--- config.mk ---
export PLATFORM = sky130hd
export DESIGN_NAME = tsp_io_port
export DESIGN_NICKNAME = d
export VERILOG_FILES = /design/src/tsp_pkg.sv /design/src/tsp_sync.sv /design/src/tsp_clock_block.sv /design/src/tsp_io_port.sv
export SDC_FILE = /design/constraint.sdc
export NUM_CORES = 1
export LEC_CHECK = 0
export ABC_AREA = 1
export BUFFER_PORTS_ARGS = -buffer_cell sky130_fd_sc_hd__buf_4
export CORE_AREA = 2 2 234 236
export DETAILED_ROUTE_END_ITERATION = 10
export DIE_AREA = 0 0 236 238
export GPL_TIMING_DRIVEN = 0
export PLACE_DENSITY = 0.41
export SLEW_MARGIN = 40
export SYNTH_ARGS = -nofsm -noshare
export SYNTH_HDL_FRONTEND = slang
export SYNTH_SLANG_ARGS = --single-unit
export TNS_END_PERCENT = 10
--- constraint.sdc ---
create_clock -name clock -period 3.3 [get_ports clock]
set_input_delay 0.66 -clock clock [delete_from_list [all_inputs] [get_ports clock]]
set_output_delay 0.66 -clock clock [all_outputs]
set_load 0.05 [all_outputs]
--- src/tsp_pkg.sv ---
// Constants of the timed serialising I/O port: register map, field
// positions, reset values and encodings. Assumes a 32-bit APB master.
// Contract
// Widths 1,4,8,16,32; one direction per port
// Drive pins or sample, optionally waiting
// Every port access finishes in one cycle
// Open drain: zero pulls low, one floats
// Open drain chosen per port, not pin
// Data passes serialiser and transfer register
// 16-bit counter times each transfer
// Counter readable; transfers deferrable to count
// Counter captured as timestamp per transfer
// Enabled link disables ports on shared pins
// Enabled narrower port beats wider port
// Unshared pins stay with the wider port
// Port always transfers its nominal width
// Six clock blocks, block 0 reference
// Clock block sourced, divided, from 1-bit port
// Input strobes honoured, output strobes generated
// After reset ports use clock block 0
// Pin events go to core as events
// Counter steps per port clock, wraps 65536
package tsp_pkg;
   // Register byte offsets
   localparam logic [7:0] OFF_CTRL  = 8'h00;
   localparam logic [7:0] OFF_COND  = 8'h04;
   localparam logic [7:0] OFF_TIME  = 8'h08;
   localparam logic [7:0] OFF_DATA  = 8'h0C;
   localparam logic [7:0] OFF_COUNT = 8'h10;
   localparam logic [7:0] OFF_STAMP = 8'h14;
   localparam logic [7:0] OFF_STAT  = 8'h18;
   localparam logic [7:0] OFF_CLKDV = 8'h20; // Blocks 1..5 at +4 each
   // Control field positions
   localparam int CTL_EN     = 0;
   localparam int CTL_OUT    = 1;
   localparam int CTL_OD     = 2;
   localparam int CTL_CSEL   = 3;  // 3 bits
   localparam int CTL_COND   = 6;  // 2 bits
   localparam int CTL_TIMED  = 8;
   localparam int CTL_STRB   = 9;
   // Status field positions
   localparam int ST_RXV     = 0;
   localparam int ST_TXF     = 1;
   localparam int ST_LINK    = 2;
   localparam int ST_BUSY    = 3;
   // Clock divider register fields
   localparam int CKD_SRC    = 8;
   localparam int CKD_DIVW   = 8;
   // Counts and reset values
   localparam int NUM_CLKBLK = 6;
   localparam int WORD_W     = 32;
   localparam int CNT_W      = 16;
   localparam logic [9:0]  CTRL_RST  = 10'h000; // Clock block 0
   localparam logic [8:0]  CLKDV_RST = 9'h000;
   localparam logic [15:0] CNT_RST   = 16'h0000;
   // Wait condition encodings
   typedef enum logic [1:0] {
      COND_NONE = 2'b00,
      COND_EQ   = 2'b01,
      COND_NE   = 2'b10
   } tsp_cond_e;
endpackage : tsp_pkg

--- src/tsp_sync.sv ---
// Two-flop synchroniser for pins entering the port clock domain.
// Assumes the inputs are asynchronous to clock.
`timescale 1ns/1ps
module tsp_sync #(
   parameter int W = 1
) (
   input  wire logic         clock,
   input  wire logic         rst_n,
   input  wire logic [W-1:0] asyncIn,
   output logic      [W-1:0] syncOut
);
   logic [W-1:0] meta_r;

   // First stage feeds only the second stage
   always_ff @(posedge clock or negedge rst_n) begin
      if (!rst_n) begin
         meta_r  <= '0;
         syncOut <= '0;
      end else begin
         meta_r  <= asyncIn;
         syncOut <= meta_r;
      end
   end
endmodule : tsp_sync

--- src/tsp_clock_block.sv ---
// One clock block: a tick generator from the reference or a 1-bit pin.
// Assumes extSync is already synchronised to clock.
`timescale 1ns/1ps
module tsp_clock_block
   import tsp_pkg::*;
(
   input  wire logic                clock,
   input  wire logic                rst_n,
   input  wire logic [CKD_DIVW-1:0] divide,
   input  wire logic                useExt,
   input  wire logic                extSync,
   output logic                     tick
);
   logic                extPrev_r;
   logic [CKD_DIVW-1:0] div_r;
   logic                srcEdge;

   // Rising edge of the pin clock or every reference cycle
   assign srcEdge = useExt ? (extSync & ~extPrev_r) : 1'b1;

   // Divide the source; divide of zero passes every edge
   always_ff @(posedge clock or negedge rst_n) begin
      if (!rst_n) begin
         extPrev_r <= 1'b0;
         div_r     <= '0;
      end else begin
         extPrev_r <= extSync;
         if (srcEdge) begin
            div_r <= (div_r >= divide) ? '0 : div_r + 1'b1;
         end
      end
   end

   assign tick = srcEdge && (div_r >= divide);
endmodule : tsp_clock_block

--- src/tsp_io_port.sv ---
// Timed serialising I/O port with six clock blocks and an APB slave.
// Assumes an APB master on clock, pins asynchronous, link and narrower
// port claims driven by neighbouring logic on clock.
//
// Our own choices: the register offsets and the APB slave port.
`timescale 1ns/1ps
module tsp_io_port
   import tsp_pkg::*;
#(
   parameter int W = 4
) (
   input  wire logic         clock,
   input  wire logic         rst_n,
   input  wire logic         psel,
   input  wire logic         penable,
   input  wire logic         pwrite,
   input  wire logic [7:0]   paddr,
   input  wire logic [31:0]  pwdata,
   output logic      [31:0]  prdata,
   output logic              pready,
   output logic              pslverr,
   input  wire logic [W-1:0] pinIn,
   output logic      [W-1:0] pinOut,
   output logic      [W-1:0] pinOe,
   input  wire logic         strobeIn,
   output logic              output_strobe,
   input  wire logic         extClockPin,
   input  wire logic         linkEnable,
   input  wire logic [W-1:0] narrowClaim,
   output logic              coreEvent
);
   localparam int BEATS = WORD_W / W;

   ////////////////////////////////////////////////////////////////////
   // Width check
   generate
      if (!(W == 1 || W == 4 || W == 8 || W == 16 || W == 32)) begin : g_bad
         $error("tsp_io_port: W must be 1, 4, 8, 16 or 32");
      end
   endgenerate

   typedef enum logic [2:0] {
      ST_IDLE  = 3'b001,
      ST_ARMED = 3'b010,
      ST_SHIFT = 3'b100
   } tsp_state_e;

   // Register address decode shared by every register but the clock dividers
   function automatic logic hit(input logic [7:0] a, input logic [7:0] o);
      return a == o;
   endfunction : hit

   ////////////////////////////////////////////////////////////////////
   // Declarations
   logic [9:0]          ctrl_r;
   logic [W-1:0]        cond_r;
   logic [CNT_W-1:0]    time_r;
   logic [WORD_W-1:0]   txWord_r;
   logic                txFull_r;
   logic [WORD_W-1:0]   rxWord_r;
   logic                rxValid_r;
   logic [CNT_W-1:0]    count_r;
   logic [CNT_W-1:0]    stamp_r;
   logic [8:0]          clkDiv_r [1:NUM_CLKBLK-1];
   logic [WORD_W-1:0]   shift_r;
   logic [5:0]          beat_r;
   tsp_state_e          state_r;
   tsp_state_e          state_nxt;
   logic [31:0]         prdata_r;
   logic                pslverr_r;
   logic [W-1:0]        pinOut_r;
   logic                strobe_r;
   logic                event_r;
   logic [W-1:0]        pinSync;
   logic                strobeSync;
   logic                extSync;
   logic [NUM_CLKBLK-1:0] ticks;
   logic                portTick;
   logic                wrAcc;
   logic                rdAcc;
   logic                mapped;
   logic                enable;
   logic                dirOut;
   logic                timeOk;
   logic                condOk;
   logic                strobeOk;
   logic                fire;
   logic                lastBeat;
   logic                done;
   logic [W-1:0]        usable;
   logic [WORD_W-1:0]   shiftIn;

   assign enable = ctrl_r[CTL_EN];
   assign dirOut = ctrl_r[CTL_OUT]; // Whole port one direction

   ////////////////////////////////////////////////////////////////////
   // Pin synchronisers
   tsp_sync #(.W(W)) u_pinSync (
      .clock   (clock),
      .rst_n   (rst_n),
      .asyncIn (pinIn),
      .syncOut (pinSync)
   );

   tsp_sync #(.W(2)) u_ctlSync (
      .clock   (clock),
      .rst_n   (rst_n),
      .asyncIn ({strobeIn, extClockPin}),
      .syncOut ({strobeSync, extSync})
   );

   ////////////////////////////////////////////////////////////////////
   // Clock blocks; block 0 ticks every reference cycle
   genvar gi;
   generate
      for (gi = 0; gi < NUM_CLKBLK; gi++) begin : g_clk
         if (gi == 0) begin : g_ref
            tsp_clock_block u_blk (
               .clock   (clock),
               .rst_n   (rst_n),
               .divide  ('0),
               .useExt  (1'b0),
               .extSync (extSync),
               .tick    (ticks[gi])
            );
         end else begin : g_prog
            tsp_clock_block u_blk (
               .clock   (clock),
               .rst_n   (rst_n),
               .divide  (clkDiv_r[gi][CKD_DIVW-1:0]),
               .useExt  (clkDiv_r[gi][CKD_SRC]),
               .extSync (extSync),
               .tick    (ticks[gi])
            );
         end
      end
   endgenerate

   // Port clock select, block 0 after reset
   assign portTick = (ctrl_r[CTL_CSEL+:3] < 3'(NUM_CLKBLK))
                   ? ticks[ctrl_r[CTL_CSEL+:3]] : 1'b0;

   ////////////////////////////////////////////////////////////////////
   // APB slave: zero wait states
   assign pready  = 1'b1;
   assign wrAcc   = psel & penable & pwrite;
   assign rdAcc   = psel & penable & ~pwrite;
   assign mapped  = (paddr[1:0] == 2'b00)
                  && (paddr <= OFF_STAT
                      || (paddr > OFF_CLKDV
                          && paddr < OFF_CLKDV + 8'(4 * NUM_CLKBLK)));
   assign prdata  = prdata_r;
   assign pslverr = pslverr_r;

   // Read data is prepared in the setup cycle
   always_ff @(posedge clock or negedge rst_n) begin
      if (!rst_n) begin
         prdata_r  <= '0;
         pslverr_r <= 1'b0;
      end else if (psel && !penable) begin
         pslverr_r <= ~mapped;
         prdata_r  <= '0;
         if (!pwrite) begin
            unique case (1'b1)
               hit(paddr, OFF_CTRL):  prdata_r <= 32'(ctrl_r);
               hit(paddr, OFF_COND):  prdata_r <= 32'(cond_r);
               hit(paddr, OFF_TIME):  prdata_r <= 32'(time_r);
               hit(paddr, OFF_DATA):  prdata_r <= rxWord_r;
               hit(paddr, OFF_COUNT): prdata_r <= 32'(count_r);
               hit(paddr, OFF_STAMP): prdata_r <= 32'(stamp_r);
               hit(paddr, OFF_STAT):  prdata_r <= 32'({state_r != ST_IDLE,
                                          linkEnable, txFull_r, rxValid_r});
               default: begin
                  if (mapped && paddr >= OFF_CLKDV + 8'h04) begin
                     prdata_r <= 32'(clkDiv_r[3'(paddr[4:2])]);
                  end
               end
            endcase
         end
      end
   end

   ////////////////////////////////////////////////////////////////////
   // Configuration registers
   always_ff @(posedge clock or negedge rst_n) begin
      if (!rst_n) begin
         ctrl_r <= CTRL_RST;
         cond_r <= '0;
         time_r <= CNT_RST;
      end else begin
         if (wrAcc && hit(paddr, OFF_CTRL)) begin
            ctrl_r <= pwdata[9:0]; // Open drain per port
         end else if (fire && state_r == ST_ARMED) begin
            ctrl_r[CTL_TIMED] <= 1'b0; // Timed start is one-shot
         end
         if (wrAcc && hit(paddr, OFF_COND)) begin
            cond_r <= pwdata[W-1:0];
         end
         if (wrAcc && hit(paddr, OFF_TIME)) begin
            time_r <= pwdata[CNT_W-1:0];
         end
      end
   end

   // Clock divider registers for blocks 1..5
   always_ff @(posedge clock or negedge rst_n) begin
      if (!rst_n) begin
         for (int i = 1; i < NUM_CLKBLK; i++) begin
            clkDiv_r[i] <= CLKDV_RST;
         end
      end else if (wrAcc && mapped && paddr >= OFF_CLKDV + 8'h04) begin
         clkDiv_r[3'(paddr[4:2])] <= pwdata[8:0];
      end
   end

   ////////////////////////////////////////////////////////////////////
   // Port counter, one step per selected clock tick
   always_ff @(posedge clock or negedge rst_n) begin
      if (!rst_n) begin
         count_r <= CNT_RST;
      end else if (portTick) begin
         count_r <= count_r + 1'b1; // Wraps at 65536, see R7
      end
   end

   ////////////////////////////////////////////////////////////////////
   // Transfer gating terms
   assign timeOk   = !ctrl_r[CTL_TIMED] || (count_r == time_r);
   assign strobeOk = !ctrl_r[CTL_STRB] || strobeSync;
   always_comb begin
      unique case (tsp_cond_e'(ctrl_r[CTL_COND+:2]))
         COND_EQ: condOk = (pinSync == cond_r);
         COND_NE: condOk = (pinSync != cond_r);
         default: condOk = 1'b1;
      endcase
   end

   // A beat moves W bits on a port tick once all gates agree
   always_comb begin
      fire = 1'b0;
      if (portTick && enable && !linkEnable && strobeOk) begin
         if (state_r == ST_ARMED) begin
            fire = timeOk && (dirOut || condOk);
         end else if (state_r == ST_SHIFT) begin
            fire = 1'b1;
         end
      end
   end

   assign lastBeat = (beat_r == 6'(BEATS - 1));
   assign done     = fire && lastBeat;
   // Full nominal width regardless of pins lost to others
   assign shiftIn  = {pinSync, shift_r[WORD_W-1:W]};

   ////////////////////////////////////////////////////////////////////
   // Sequencer state
   always_comb begin
      state_nxt = state_r;
      unique case (state_r)
         ST_IDLE: begin
            if (enable && (!dirOut || txFull_r)) begin
               state_nxt = ST_ARMED;
            end
         end
         ST_ARMED: begin
            if (done) begin
               state_nxt = ST_IDLE;
            end else if (fire) begin
               state_nxt = ST_SHIFT;
            end
         end
         ST_SHIFT: begin
            if (done) begin
               state_nxt = ST_IDLE;
            end
         end
         default: state_nxt = ST_IDLE;
      endcase
      if (!enable || (wrAcc && hit(paddr, OFF_CTRL)
                      && pwdata[CTL_OUT] != dirOut)) begin
         state_nxt = ST_IDLE;
      end
   end

   always_ff @(posedge clock or negedge rst_n) begin
      if (!rst_n) begin
         state_r <= ST_IDLE;
      end else begin
         state_r <= state_nxt;
      end
   end

   ////////////////////////////////////////////////////////////////////
   // Serialiser, beat count and timestamp
   always_ff @(posedge clock or negedge rst_n) begin
      if (!rst_n) begin
         shift_r  <= '0;
         beat_r   <= '0;
         stamp_r  <= CNT_RST;
         pinOut_r <= '1;
      end else begin
         if (state_r == ST_IDLE && dirOut && txFull_r) begin
            shift_r <= txWord_r; // Transfer register to serialiser
            beat_r  <= '0;
         end else if (state_r == ST_IDLE) begin
            beat_r  <= '0;
         end else if (fire) begin
            beat_r <= lastBeat ? '0 : beat_r + 1'b1;
            if (dirOut) begin
               pinOut_r <= shift_r[W-1:0];
               shift_r  <= WORD_W'(shift_r >> W);
            end else begin
               shift_r  <= shiftIn;
            end
            if (state_r == ST_ARMED) begin
               stamp_r <= count_r; // First beat marks the transfer
            end
         end
      end
   end

   // Transfer register, host side; hardware set wins over read clear
   always_ff @(posedge clock or negedge rst_n) begin
      if (!rst_n) begin
         txWord_r  <= '0;
         txFull_r  <= 1'b0;
         rxWord_r  <= '0;
         rxValid_r <= 1'b0;
      end else begin
         if (wrAcc && hit(paddr, OFF_DATA) && !txFull_r) begin
            txWord_r <= pwdata;
            txFull_r <= 1'b1;
         end else if (state_r == ST_IDLE && dirOut && txFull_r) begin
            txFull_r <= 1'b0; // Moved into the serialiser
         end
         if (done && !dirOut) begin
            rxWord_r  <= shiftIn;
            rxValid_r <= 1'b1;
         end else if (rdAcc && hit(paddr, OFF_DATA)) begin
            rxValid_r <= 1'b0;
         end
      end
   end

   ////////////////////////////////////////////////////////////////////
   // Output strobe and core event
   always_ff @(posedge clock or negedge rst_n) begin
      if (!rst_n) begin
         strobe_r <= 1'b0;
         event_r  <= 1'b0;
      end else begin
         if (portTick || !enable) begin
            strobe_r <= fire && dirOut; // Held to the next tick
         end
         // Input word landed or output word drained wakes the core
         event_r <= done;
      end
   end

   ////////////////////////////////////////////////////////////////////
   // Pin ownership and drive
   // A link takes every pin, an enabled narrower port its claimed pins; without a link the rest stay ours
   assign usable = linkEnable ? '0 : ~narrowClaim; // see R10 see R11

   always_comb begin
      for (int i = 0; i < W; i++) begin
         if (ctrl_r[CTL_OD]) begin
            pinOut[i] = 1'b0;
            pinOe[i]  = enable && dirOut && usable[i] && !pinOut_r[i];
         end else begin
            pinOut[i] = pinOut_r[i];
            pinOe[i]  = enable && dirOut && usable[i];
         end
      end
   end

   assign output_strobe = strobe_r;
   assign coreEvent     = event_r;
endmodule : tsp_io_port

==> summary.md, run 1 <==
| Metric | Value |
|---|---|
| Maximum number of pins on one net before global-route repair | `70` |
| Final non-filler cell total | `2572` |
| Number of nets produced by synthesis | `1806` |
| Number of global-route vias before repair | `11850` |
| Detailed-route vias per instance | `4.707` |
| Die Y-Extent | `238 um` |
| Clock insertion delay at the later pin of the skew report | `0.56 ns` |
| Placed cell count | `2499` |
| Worst Path Required | `3.72 ns` |
| Most frequent cell after synthesis | `nand2_1` |
| Number of register bits inferred by synthesis | `306` |
| Area of combinational cells with multiple inputs | `6083 um^2` |
| Routed vias | `12110` |
| Total congestion overflow after global routing | `0` |
| Post-synthesis average cell area | `8.728 um^2` |
| Filler Cell Count | `5626` |
| Total of max-cap violations | `0` |
| Post-synth top area cell | `dfrtp_1` |
| I/O pin count | `100` |
| First-pass GRT wire length | `73890 um` |
| Worst vdd ir | `0.2721 mV` |
| Total Nets Final | `1951` |
| Cells taking the most area after synthesis | `dfrtp_1 51%, nand2_1 11%, o21ai_0 6.0%, inv_1 5.2%, ha_1 4.1%` |
| Placed Instance Area | `16590 um^2` |
| Count of mapped cells out of synthesis | `1701` |
| Area growth from synthesis to final layout | `20.55%` |
| Outcome | `complete, no violations` |
| Reg clk slew, reported paths | `0.06 ns` |
| H-tree Lvls | `2` |
| Hold Vio Cnt, Final | `0` |
| Number of max-slew violations in the final report | `0` |
| Most instantiated cells after synthesis | `423 x nand2_1, 301 x dfrtp_1, 205 x inv_1` |
| Actual transition at the worst max-transition pin | `0.7937 ns` |
| Number of synthesized flops with an enable pin | `0` |
| DIE WIDTH | `236 um` |
| Count of warnings emitted by yosys | `0` |
| Initial core utilization | `27.75%` |
| Post-synthesis async set-or-reset flop share | `100.0%` |
| Worst hold-check path type | `input pin to flip-flop` |
| Share of the synthesized area in the top cell type | `50.73%` |
| Core area | `53500 um^2` |
| Top achievable clock speed | `328.0 MHz` |
| Critical Path AT | `3.47 ns` |
| Unique masters post-synth | `52` |
| Buffer type at the clock tree root | `clkbuf_16` |
| Netlist Area Pre-Place | `14850 um^2` |
| Clock Skews | `0.02192 ns` |
| Antenna-violating nets left | `0` |
| CTS tree | `done` |
| Ratio of cells with drive above 1 in the final layout | `13.43%` |
| Post-Route Utilization | `33.46%` |
| Detailed-route wire length per cell | `18.55 um` |
| Clock buffers created by TritonCTS | `39` |
| Fraction of the yosys area taken by sequential cells | `51.62%` |
| Cell leakage power | `0.008502 uW` |
| Final critical path time including I/O delays and setup | `3.049 ns` |
| Part of the cycle the worst path needs | `92.40%` |
| Number of remaining DRC errors | `0` |
| Violation count after the first detailed-routing iteration | `769` |
| Count of endpoints failing setup in the final report | `0` |
| Clk sink count | `306` |
| Detailed Place HPWL | `35780 um` |
| GRT Overall Usage | `17.25%` |
| Max clock buf depth | `3` |
| Antenna violations before repair | `0` |
| Overall die area | `56170 um^2` |
| RePlAce Congestion | `0.8564` |
| Total chip power | `9086 uW` |
| Startpoint types | `flip-flop` |
| Area occupied by registers | `7664 um^2` |
| Overall routed net length | `47710 um` |
| Crit Path Category | `flip-flop to flip-flop` |
| Power density cells | `507.7 nW/um^2` |
| Slew HR | `45.72%` |
| Setup repair after global routing missed its margin | `true` |
| Buffers on Ports | `97` |
| Crit-path max FO | `10` |
| Dominant synthesized flop cell | `dfrtp_1` |
| Final std cell area, no fill | `17900 um^2` |
| Endpoint type of the worst setup path | `flip-flop` |
| R2R Setup Slk | `0.25 ns` |
| ANT cells | `0` |
| Number of iterations in the first detailed-routing pass | `6` |
| # rows | `85` |
-- worst max-delay path, cell delays in order, from the launching register on --
cell and delay (ns):
dfrtp_1 0.39, inv_1 0.06, ha_1 0.29, nand2_1 0.06
o21bai_1 0.15, nand2_1 0.06, nand2_1 0.06, nand2_1 0.07
nand2_1 0.26, nand2_1 0.14, nand3_1 0.08, nand2_1 0.18
nand3_4 0.23, nor2_8 0.23, buf_12 0.15, clkbuf_1 0.34
o21ai_0 0.14
-- where the power goes --
group          internal [uW]  switching [uW]  leakage [uW]  total, uW
clock network           2560            1710      0.000636       4270
registers               3890             121       0.00410       4010
logic                    260             545       0.00377        805
-- logic make-up after synthesis --
logic type	synth area share (%)
buf+inv	7.408
flops	51.62
simple gates	19.06
other cells	0.02526
compound gates	14.95
fa+ha+maj	4.129
mux	1.214
xor+xnor	1.593
-- state kept, by name, summed over array words and instances (netlist names), 16 cells and up --
name                      cells
rxWord_r                     32
g_clk.g_prog.u_blk.div_r     40
prdata                       32
shift_r                      32
stamp_r                      16
clkDiv_r                     45
count_r                      16
time_r                       16
txWord_r                     32
-- area by class of cell --
class / count / share of cell area, %
Buffer: 54 / 1.538
Clock buffer: 58 / 6.410
Clock inverter: 13 / 0.7060
Inverter: 219 / 4.628
Multi-Input combinational cell: 1122 / 33.99
Sequential cell: 306 / 42.82
Tap cell: 696 / 4.865
Timing Repair Buffer: 104 / 5.047
-- cells in the final DEF (no fill, tap or decap), types with 16 or more instances in the layout --
| cell type | instances |
|---|---|
| a21oi_1 | 38 |
| a32o_1 | 17 |
| buf_4 | 101 |
| clkbuf_1 | 39 |
| clkbuf_16 | 39 |
| dfrtp_1 | 301 |
| ha_1 | 49 |
| inv_1 | 205 |
| mux2_2 | 16 |
| nand2_1 | 423 |
| nand3_1 | 62 |
| nor2_1 | 104 |
| nor3_1 | 22 |
| o211ai_1 | 31 |
| o21ai_0 | 179 |
| o21ai_1 | 28 |
| o22ai_1 | 21 |
| xor2_1 | 26 |
-- per-layer routing --
layer	part of all wire, %	wire, um	GRT usage [%]
met1	49	23370	25.10
met2	44	21160	26.42
met3	4.4	2114	2.661
met4	2.2	1057	4.980
met5	0	0	0
-- final timing paths --
| kind | from | end | cells after the start |
|---|---|---|---|
| worst min register to register | u_pinSync.meta_r[2] | u_pinSync.syncOut[2] | 0 |
| worst max register to register | clkDiv_r[12] | stamp_r[9] | 16 |
| max in group asynchronous | rst_n | g_clk[4].g_prog.u_blk.div_r[4] | 5 |
| min in group asynchronous | rst_n | prdata[25] | 2 |
| worst max-delay path | clkDiv_r[12] | stamp_r[9] | 16 |
| worst min-delay path | pinIn[3] | u_pinSync.meta_r[3] | 1 |
-- per-stage QoR --
stage               setup slack [ns]  TNS [ns]  hold WS, ns
global placement              -1.475   -431.43       0.3351
detailed placement           -0.1698   -0.2992       0.3347
CTS                           0.1627         0       0.1729
finish                        0.2508         0       0.2022
global route                -0.06438   -0.3554       0.1779
floorplan                     0.5963         0       0.3312
-- repair_timing --
| action | 4_1_cts | 5_1_grt |
|---|---|---|
| setup buffers | 0 | 1 |
| endpoints found under the hold margin | 36 | 0 |
| hold buffers | 1 | 0 |
| gates resized for setup | 0 | 1 |
| endpoints found under the setup margin | 0 | 14 |
Power figures use the tool's default switching activity.
==> inputs of run 2 (changes only) <==
--- a/config.mk
+++ b/config.mk
@@ -11,7 +11,7 @@
 export DETAILED_ROUTE_END_ITERATION = 10
 export DIE_AREA = 0 0 236 238
 export GPL_TIMING_DRIVEN = 0
-export PLACE_DENSITY = 0.41
+export PLACE_DENSITY = 0.42
 export SLEW_MARGIN = 40
 export SYNTH_ARGS = -nofsm -noshare
 export SYNTH_HDL_FRONTEND = slang
==> constraint.sdc (replaced) <==
create_clock -name clock -period 2.7 [get_ports clock]
set_input_delay 0.54 -clock clock [delete_from_list [all_inputs] [get_ports clock]]
set_output_delay 0.54 -clock clock [all_outputs]
set_load 0.05 [all_outputs]
==> summary.md, run 2 (synthesized netlist as in run 1, its figures left out) <==
| Metric | Value |
|---|---|
| Final std cell area, no fill | `18100 um^2 (+1.1%)` |
| Worst vdd ir | `0.3701 mV (+36%)` |
| Initial core utilization | `27.75% (unchanged)` |
| Antenna violations before repair | `0 (unchanged)` |
| Top achievable clock speed | `376.3 MHz` |
| Max clock buf depth | `3 (unchanged)` |
| Detailed-route wire length per cell | `18.39 um (-0.83%)` |
| Buffer type at the clock tree root | `clkbuf_16` |
| Overall routed net length | `47570 um (-0.29%)` |
| Die Y-Extent | `238 um (unchanged)` |
| Reg2reg start | `clkDiv_r[34]` |
| Clock insertion delay at the later pin of the skew report | `0.57 ns (about the same)` |
| Registers with the most flip-flops | `clkDiv_r x45, g_clk.g_prog.u_blk.div_r x40` |
| Hold Vio Cnt, Final | `0 (unchanged)` |
| Filler Cell Count | `5586 (-0.71%)` |
| Total Nets Final | `1971 (+1.0%)` |
| Flip-flop count of the largest register after layout | `45 (unchanged)` |
| Worst hold stages | `1 (unchanged)` |
| Pre-CTS setup slack | `-0.6450 ns (-0.4752 ns)` |
| Reg-to-Reg End | `ctrl_r[8]` |
| Worst Path Required | `3.19 ns (-0.53 ns)` |
| Critical Path AT | `3.15 ns (-0.32 ns)` |
| Final critical path time including I/O delays and setup | `2.657 ns` |
| GRT Overall Usage | `16.99% (-0.26 points)` |
| Cell leakage power | `0.008568 uW (+0.77%)` |
| Final non-filler cell total | `2586 (+0.54%)` |
| Number of max-slew violations in the final report | `0 (unchanged)` |
| Violation count after the first detailed-routing iteration | `762 (-0.91%)` |
| Total congestion overflow after global routing | `0 (unchanged)` |
| Worst hold endpoint | `u_pinSync.meta_r[2]` |
| Reg clk slew, reported paths | `0.06 ns (about the same)` |
| Logic depth of the worst register-to-register path | `15 (-1)` |
| First-pass GRT wire length | `73330 um (-0.77%)` |
| DIE WIDTH | `236 um (unchanged)` |
| Clock Skews | `0.02364 ns (+0.001720 ns)` |
| Outcome | `complete, no violations` |
| Largest Register | `clkDiv_r` |
| Part of the cycle the worst path needs | `98.42%` |
| Worst hold-check path type | `input pin to flip-flop` |
| Most frequent cells in the layout | `409 x nand2_1, 301 x dfrtp_1, 201 x inv_1` |
| Maximum number of pins on one net before global-route repair | `65 (-7.1%)` |
| R2R Setup Slk | `0.15 ns (-0.10 ns)` |
| # rows | `85 (unchanged)` |
| Number of remaining DRC errors | `0 (unchanged)` |
| Overall die area | `56170 um^2 (unchanged)` |
| Total chip power | `10780 uW (+19%)` |
| Hold Path Origin | `pinIn[2]` |
| Ratio of cells with drive above 1 in the final layout | `15.40% (+2.0 points)` |
| Clock buffers created by TritonCTS | `37 (-5.1%)` |
| Startpoint types | `input pin` |
| Buffers on Ports | `97 (unchanged)` |
| Area growth from synthesis to final layout | `21.92%` |
| Launching element of the worst setup path | `penable` |
| Actual transition at the worst max-transition pin | `0.8056 ns (+0.01188 ns)` |
| Setup repair after global routing missed its margin | `true` |
| Core area | `53500 um^2 (unchanged)` |
| Slew HR | `44.91% (-0.81 points)` |
| Most common cell after layout, fill and taps aside | `nand2_1` |
| ANT cells | `0 (unchanged)` |
| Antenna-violating nets left | `0 (unchanged)` |
| Crit Path Category | `input pin to flip-flop` |
| Clk sink count | `306 (unchanged)` |
| Power density cells | `595.5 nW/um^2 (+17%)` |
| Number of global-route vias before repair | `12020 (+1.5%)` |
| Area of combinational cells with multiple inputs | `6206 um^2 (+2.0%)` |
| Final WS setup | `0.04279 ns (-0.2080 ns)` |
| Worst Hold Slack | `0.07601 ns (-0.1262 ns)` |
| Routed vias | `12280 (+1.4%)` |
| RePlAce Congestion | `0.9024 (+5.4%)` |
| Detailed-route vias per instance | `4.748 (+0.87%)` |
| I/O pin count | `100 (unchanged)` |
| Area occupied by registers | `7664 um^2 (unchanged)` |
| Count of endpoints failing setup in the final report | `0 (unchanged)` |
| Total of max-cap violations | `0 (unchanged)` |
| Number of iterations in the first detailed-routing pass | `5 (-1)` |
| Placed cell count | `2499 (unchanged)` |
| H-tree Lvls | `2 (unchanged)` |
| Detailed Place HPWL | `35370 um (-1.1%)` |
| CTS tree | `done` |
| Placed Instance Area | `16590 um^2 (unchanged)` |
| Endpoint type of the worst setup path | `flip-flop` |
| Crit-path max FO | `10 (unchanged)` |
run 2: changes by cell type in the layout (fill, tap and decap cells not counted), moves of 3 or more:
cell	before	now
clkbuf_8	10	4
nand2_1	423	409
buf_4	101	122
clkbuf_2	0	5
ha_1	49	46
buf_6	5	8
inv_1	205	201
buf_2	13	9
nand2_2	4	13
nand2_4	1	6
clkinv_2	8	4
ha_4	0	3
run 2: repair_timing:
item,in CTS,in global routing
gates resized for setup,19,35
hold buffers,1,0
setup endpoints to repair,98,102
pin swaps,2,9
buffers inserted,5,18
endpoints found under the hold margin,32,0
run 2: layout make-up:
type / instances / share of cell area, %
sequential: 306 / 42.34
buffer: 54 / 1.694
timing repair buffer: 126 / 5.924
multi-input combinational: 1122 / 34.28
tap: 696 / 4.811
clock buffer: 54 / 5.689
clock inverter: 9 / 0.6498
inverter: 219 / 4.610
run 2: worst max path at each step:
| stage | end | slack, ns | cells after the start |
|---|---|---|---|
| after CTS | shift_r[3] | -0.04 | 10 |
| after floorplan | pinOe[0] | 0.24 | 3 |
| final | prdata[3] | 0.04 | 9 |
| after global routing | shift_r[26] | -0.02 | 18 |
| after global placement | u_ctlSync.meta_r[0] | -1.94 | 1 |
| after detailed placement | prdata[3] | -0.65 | 9 |
run 2: critical path, stage by stage:
cell and delay, ns:
buf_4 0.13, nor2_1 0.12, clkinv_1 0.41, nor2_1 0.28, clkbuf_2 0.39, nand2_1 0.15
a2111oi_0 0.75, o22ai_1 0.27, nand2_1 0.10
run 2: per-stage QoR:
stage                     utilization (%)  TNS (ns)
final                               33.84         0
after global routing                33.84  -0.05375
after CTS                           33.37  -0.04123
after detailed placement            31.01    -40.45
after global placement              30.74   -617.43
after floorplan                         -         0
run 2: where the power goes:
part           switching, uW  internal, uW
registers                153          4750
clock network           2020          2840
logic                    672           335
run 2: routing by layer:
| metal | global-route usage [%] | routed length, um |
|---|---|---|
| met1 | 24.33 | 23260 |
| met2 | 26.67 | 21310 |
| met3 | 2.291 | 1771 |
| met5 | 0 | 0 |
| met4 | 5.096 | 1235 |
==> inputs of run 3 (changes only) <==
--- a/config.mk
+++ b/config.mk
@@ -5,12 +5,13 @@
 export SDC_FILE = /design/constraint.sdc
 export NUM_CORES = 1
 export LEC_CHECK = 0
-export ABC_AREA = 1
+export ABC_AREA = 0
 export BUFFER_PORTS_ARGS = -buffer_cell sky130_fd_sc_hd__buf_4
-export CORE_AREA = 2 2 234 236
+export CORE_AREA = 2 2 232 234
 export DETAILED_ROUTE_END_ITERATION = 10
-export DIE_AREA = 0 0 236 238
+export DIE_AREA = 0 0 234 236
 export GPL_TIMING_DRIVEN = 0
+export MAX_ROUTING_LAYER = met4
 export PLACE_DENSITY = 0.42
 export SLEW_MARGIN = 40
 export SYNTH_ARGS = -nofsm -noshare
==> summary.md, run 3 <==
| Metric | Value |
|---|---|
| Filler Cell Count | `5296 (-5.2%)` |
| Number of max-slew violations in the final report | `0 (unchanged)` |
| Largest Register | `clkDiv_r` |
| Initial core utilization | `27.64% (-0.11 points)` |
| Crit-path max FO | `8 (-2)` |
| Actual transition at the worst max-transition pin | `0.8484 ns (+0.04287 ns)` |
| Dominant synthesized flop cell | `dfrtp_1` |
| Most instantiated cells after synthesis | `301 x dfrtp_1, 172 x nand2_1, 101 x mux2_2` |
| Number of global-route vias before repair | `10990 (-8.5%)` |
| Antenna violations before repair | `2 (+2)` |
| Violation count after the first detailed-routing iteration | `669 (-12%)` |
| Worst hold-check path type | `input pin to flip-flop` |
| Comb power frac | `9.9% (+0.6 points)` |
| Overall die area | `55220 um^2 (-1.7%)` |
| Ratio of cells with drive above 1 in the final layout | `28.61% (+13 points)` |
| Buffer type at the clock tree root | `clkbuf_16` |
| Peak per-stage delay on the critical path | `0.46 ns (-0.29 ns)` |
| Clock Skews | `0.02067 ns (-0.002972 ns)` |
| Power density cells | `612.7 nW/um^2 (+2.9%)` |
| Most frequent cell after synthesis | `dfrtp_1` |
| Share of the synthesized area in the top cell type | `51.35% (+0.61 points)` |
| Internal power component | `8485 uW (+7.0%)` |
| Most frequent cells in the layout | `291 x dfrtp_1, 156 x nand2_1, 126 x buf_4` |
| Count of warnings emitted by yosys | `0 (unchanged)` |
| Worst vdd ir | `0.3888 mV (+5.0%)` |
| Clk sink count | `306 (unchanged)` |
| RePlAce Congestion | `0.8190 (-9.2%)` |
| DIE WIDTH | `234 um (-0.85%)` |
| Final WS setup | `-0.4174 ns (-0.4602 ns)` |
| Post-synthesis average cell area | `11.05 um^2 (+27%)` |
| Clk network pwr share | `46.6% (+1.4 points)` |
| Antenna-violating nets left | `0 (unchanged)` |
| Area occupied by registers | `7676 um^2 (+0.16%)` |
| Unique masters post-synth | `62 (+19%)` |
| Slew HR | `43.44% (-1.5 points)` |
| Registers with the most flip-flops | `clkDiv_r x45, g_clk.g_prog.u_blk.div_r x40` |
| Detailed-route wire length per cell | `20.43 um (+11%)` |
| Number of remaining DRC errors | `0 (unchanged)` |
| H-tree Lvls | `2 (unchanged)` |
| Power share of the sequential group | `43.5% (-2.0 points)` |
| Netlist Area Pre-Place | `14670 um^2 (-1.2%)` |
| Area growth from synthesis to final layout | `27.18%` |
| I/O pin count | `100 (unchanged)` |
| Number of buffers and inverters on the critical path | `1 (-2)` |
| Endpoint type of the worst setup path | `flip-flop` |
| Part of the cycle the worst path needs | `115.5% (+17 points)` |
| Clock insertion delay at the later pin of the skew report | `0.57 ns (about the same)` |
| Number of nets produced by synthesis | `1433 (-21%)` |
| Top achievable clock speed | `320.8 MHz (-15%)` |
| Outcome | `complete, but fails checks` |
| Final non-filler cell total | `2236 (-14%)` |
| Cells taking the most area after synthesis | `dfrtp_1 51%, mux2_2 7.8%, nand2_1 4.4%, ha_1 4.2%, mux2_4 3.9%` |
| Count of endpoints failing setup in the final report | `111 (+111)` |
| Number of register bits inferred by synthesis | `306 (unchanged)` |
| Number of iterations in the first detailed-routing pass | `8 (+3)` |
| First-pass GRT wire length | `69670 um (-5.0%)` |
| Crit Path Category | `flip-flop to flip-flop` |
| Total Nets Final | `1617 (-18%)` |
| Net switching share of the total power | `25.76% (-0.67 points)` |
| Max clock buf depth | `3 (unchanged)` |
| Fraction of the yosys area taken by sequential cells | `52.24% (+0.63 points)` |
| Buffers on Ports | `95 (-2.1%)` |
| Hold Vio Cnt, Final | `0 (unchanged)` |
| Total Neg Setup Slack | `-26.68 ns (-26.68 ns)` |
| Core area | `53070 um^2 (-0.80%)` |
| # rows | `85 (unchanged)` |
| Detailed Place HPWL | `32430 um (-8.3%)` |
| Overall routed net length | `45680 um (-4.0%)` |
| Maximum number of pins on one net before global-route repair | `67 (+3.1%)` |
| Series of cell instances along the critical path | `ha_4, o21a_1, nor2_2, o41ai_4, nand2_1, a311o_2, a21o_1, or3_4, clkbuf_16, mux2_4` |
| Cell leakage power | `0.008897 uW (+3.8%)` |
| Number of synthesized flops with an enable pin | `0 (unchanged)` |
| Count of mapped cells out of synthesis | `1328 (-22%)` |
| Worst Path Required | `3.14 ns (-0.05 ns)` |
| Startpoint types | `flip-flop` |
| Setup repair after global routing missed its margin | `true` |
| Post-synthesis async set-or-reset flop share | `100.0% (unchanged)` |
| Top cell family by delay on the critical path | `compound AO/OA/AOI/OAI gates` |
| Critical Path AT | `3.56 ns (+0.41 ns)` |
| Detailed-route vias per instance | `4.856 (+2.3%)` |
| Violated checks | `negative setup slack` |
| CTS tree | `done` |
| Final critical path time including I/O delays and setup | `3.117 ns (+0.4602 ns)` |
| Total of max-cap violations | `0 (unchanged)` |
| R2R Setup Slk | `-0.42 ns (-0.57 ns)` |
| Library cell contributing the largest single delay on the critical path | `or3_4` |
| Sw Pwr | `2945 uW (+3.3%)` |
| GRT Overall Usage | `17.18% (+0.19 points)` |
| Flip-flop count of the largest register after layout | `45 (unchanged)` |
| Area of combinational cells with multiple inputs | `6922 um^2 (+12%)` |
| Total congestion overflow after global routing | `0 (unchanged)` |
| Die Y-Extent | `236 um (-0.84%)` |
| Post-synth top area cell | `dfrtp_1` |
| Placed cell count | `2124 (-15%)` |
| Most common cell after layout, fill and taps aside | `dfrtp_1` |
| Routed vias | `10860 (-12%)` |
| Reg clk slew, reported paths | `0.06 ns (about the same)` |
| Clock buffers created by TritonCTS | `39 (+5.4%)` |
==> run 3: cell count changes after synthesis, sizes merged, moves of 18 or more <==
cell / before / now
nand2: 428 / 172
a22o: 1 / 19
a31oi: 0 / 33
nand3: 64 / 37
o21ai: 212 / 79
nor3: 24 / 5
nor2: 112 / 55
xnor2: 1 / 23
mux2: 16 / 139
clkbuf: 30 / 48
a22oi: 0 / 18
o211ai: 31 / 2
inv: 217 / 46
nand2b: 0 / 31
==> run 3: logic make-up after synthesis <==
group / share of synthesized area, %
DFF: 52.24
adders and majority gates: 4.179
AOI/OAI and AO/OA: 12.22
other: 0.02556
buffers and inverters: 3.164
muxes: 12.68
and+or+nand+nor: 12.38
xor gates and xnor gates: 3.105
==> run 3: per-layer routing <==
metal  track usage, %  vias up  share of wire (%)
met5                -        -                  0
met4            5.255        0                2.2
met3            2.768       58                4.6
met2            25.80      236                 46
met1            23.69     5451                 47
li1                 -     5114                  -
==> run 3: worst paths after layout <==
kind,from,endpoint,cells after the start
max,g_clk[1].g_prog.u_blk.div_r[3],rxWord_r[19],10
min,pinIn[2],u_pinSync.meta_r[2],1
max reg2reg,g_clk[1].g_prog.u_blk.div_r[3],rxWord_r[19],10
min reg2reg,u_pinSync.meta_r[3],u_pinSync.syncOut[3],0
max in group asynchronous,rst_n,txWord_r[22],5
min in group asynchronous,rst_n,g_clk[3].g_prog.u_blk.div_r[2],2
==> run 3: final cells by class <==
class / count / area share, %
inverter: 46 / 0.9255
buffer: 64 / 2.280
antenna: 2 / 0.02683
clock buffer: 62 / 6.619
tap: 696 / 4.668
sequential: 306 / 41.14
multi-input combinational: 910 / 37.10
clock inverter: 5 / 0.3621
timing repair buffer: 145 / 6.874
==> run 3: repair_timing <==
action	in CTS	in global routing
pin swaps	30	30
endpoints found under the setup margin	202	198
hold buffers	1	0
gates resized for setup	76	58
setup buffers	21	18
cloned	3	2
endpoints found under the hold margin	10	0
==> run 3: power groups by stage <==
stage | combinational [uW] | sequential, uW | clock [uW]
final | 1130 | 4970 | 5330
after detailed placement | 974 | 5060 | 0
after global placement | 924 | 5060 | 0
after CTS | 1060 | 4970 | 5480
after floorplan | 557 | 4990 | 0
after global routing | 1260 | 5000 | 5690
==> run 3: metrics by stage <==
step	util [%]	area (um^2)	setup slack, ns	hold slack (ns)	power (uW)
after floorplan	-	14720	-0.2009	0.2444	5551
after global placement	30.72	16300	-1.983	0.3369	5986
after detailed placement	31.04	16470	-1.189	0.3411	6032
after CTS	34.49	18300	-0.4584	0.05112	11510
after global routing	35.15	18660	-0.5092	0.06519	11950
final	35.15	18660	-0.4174	0.08345	11430
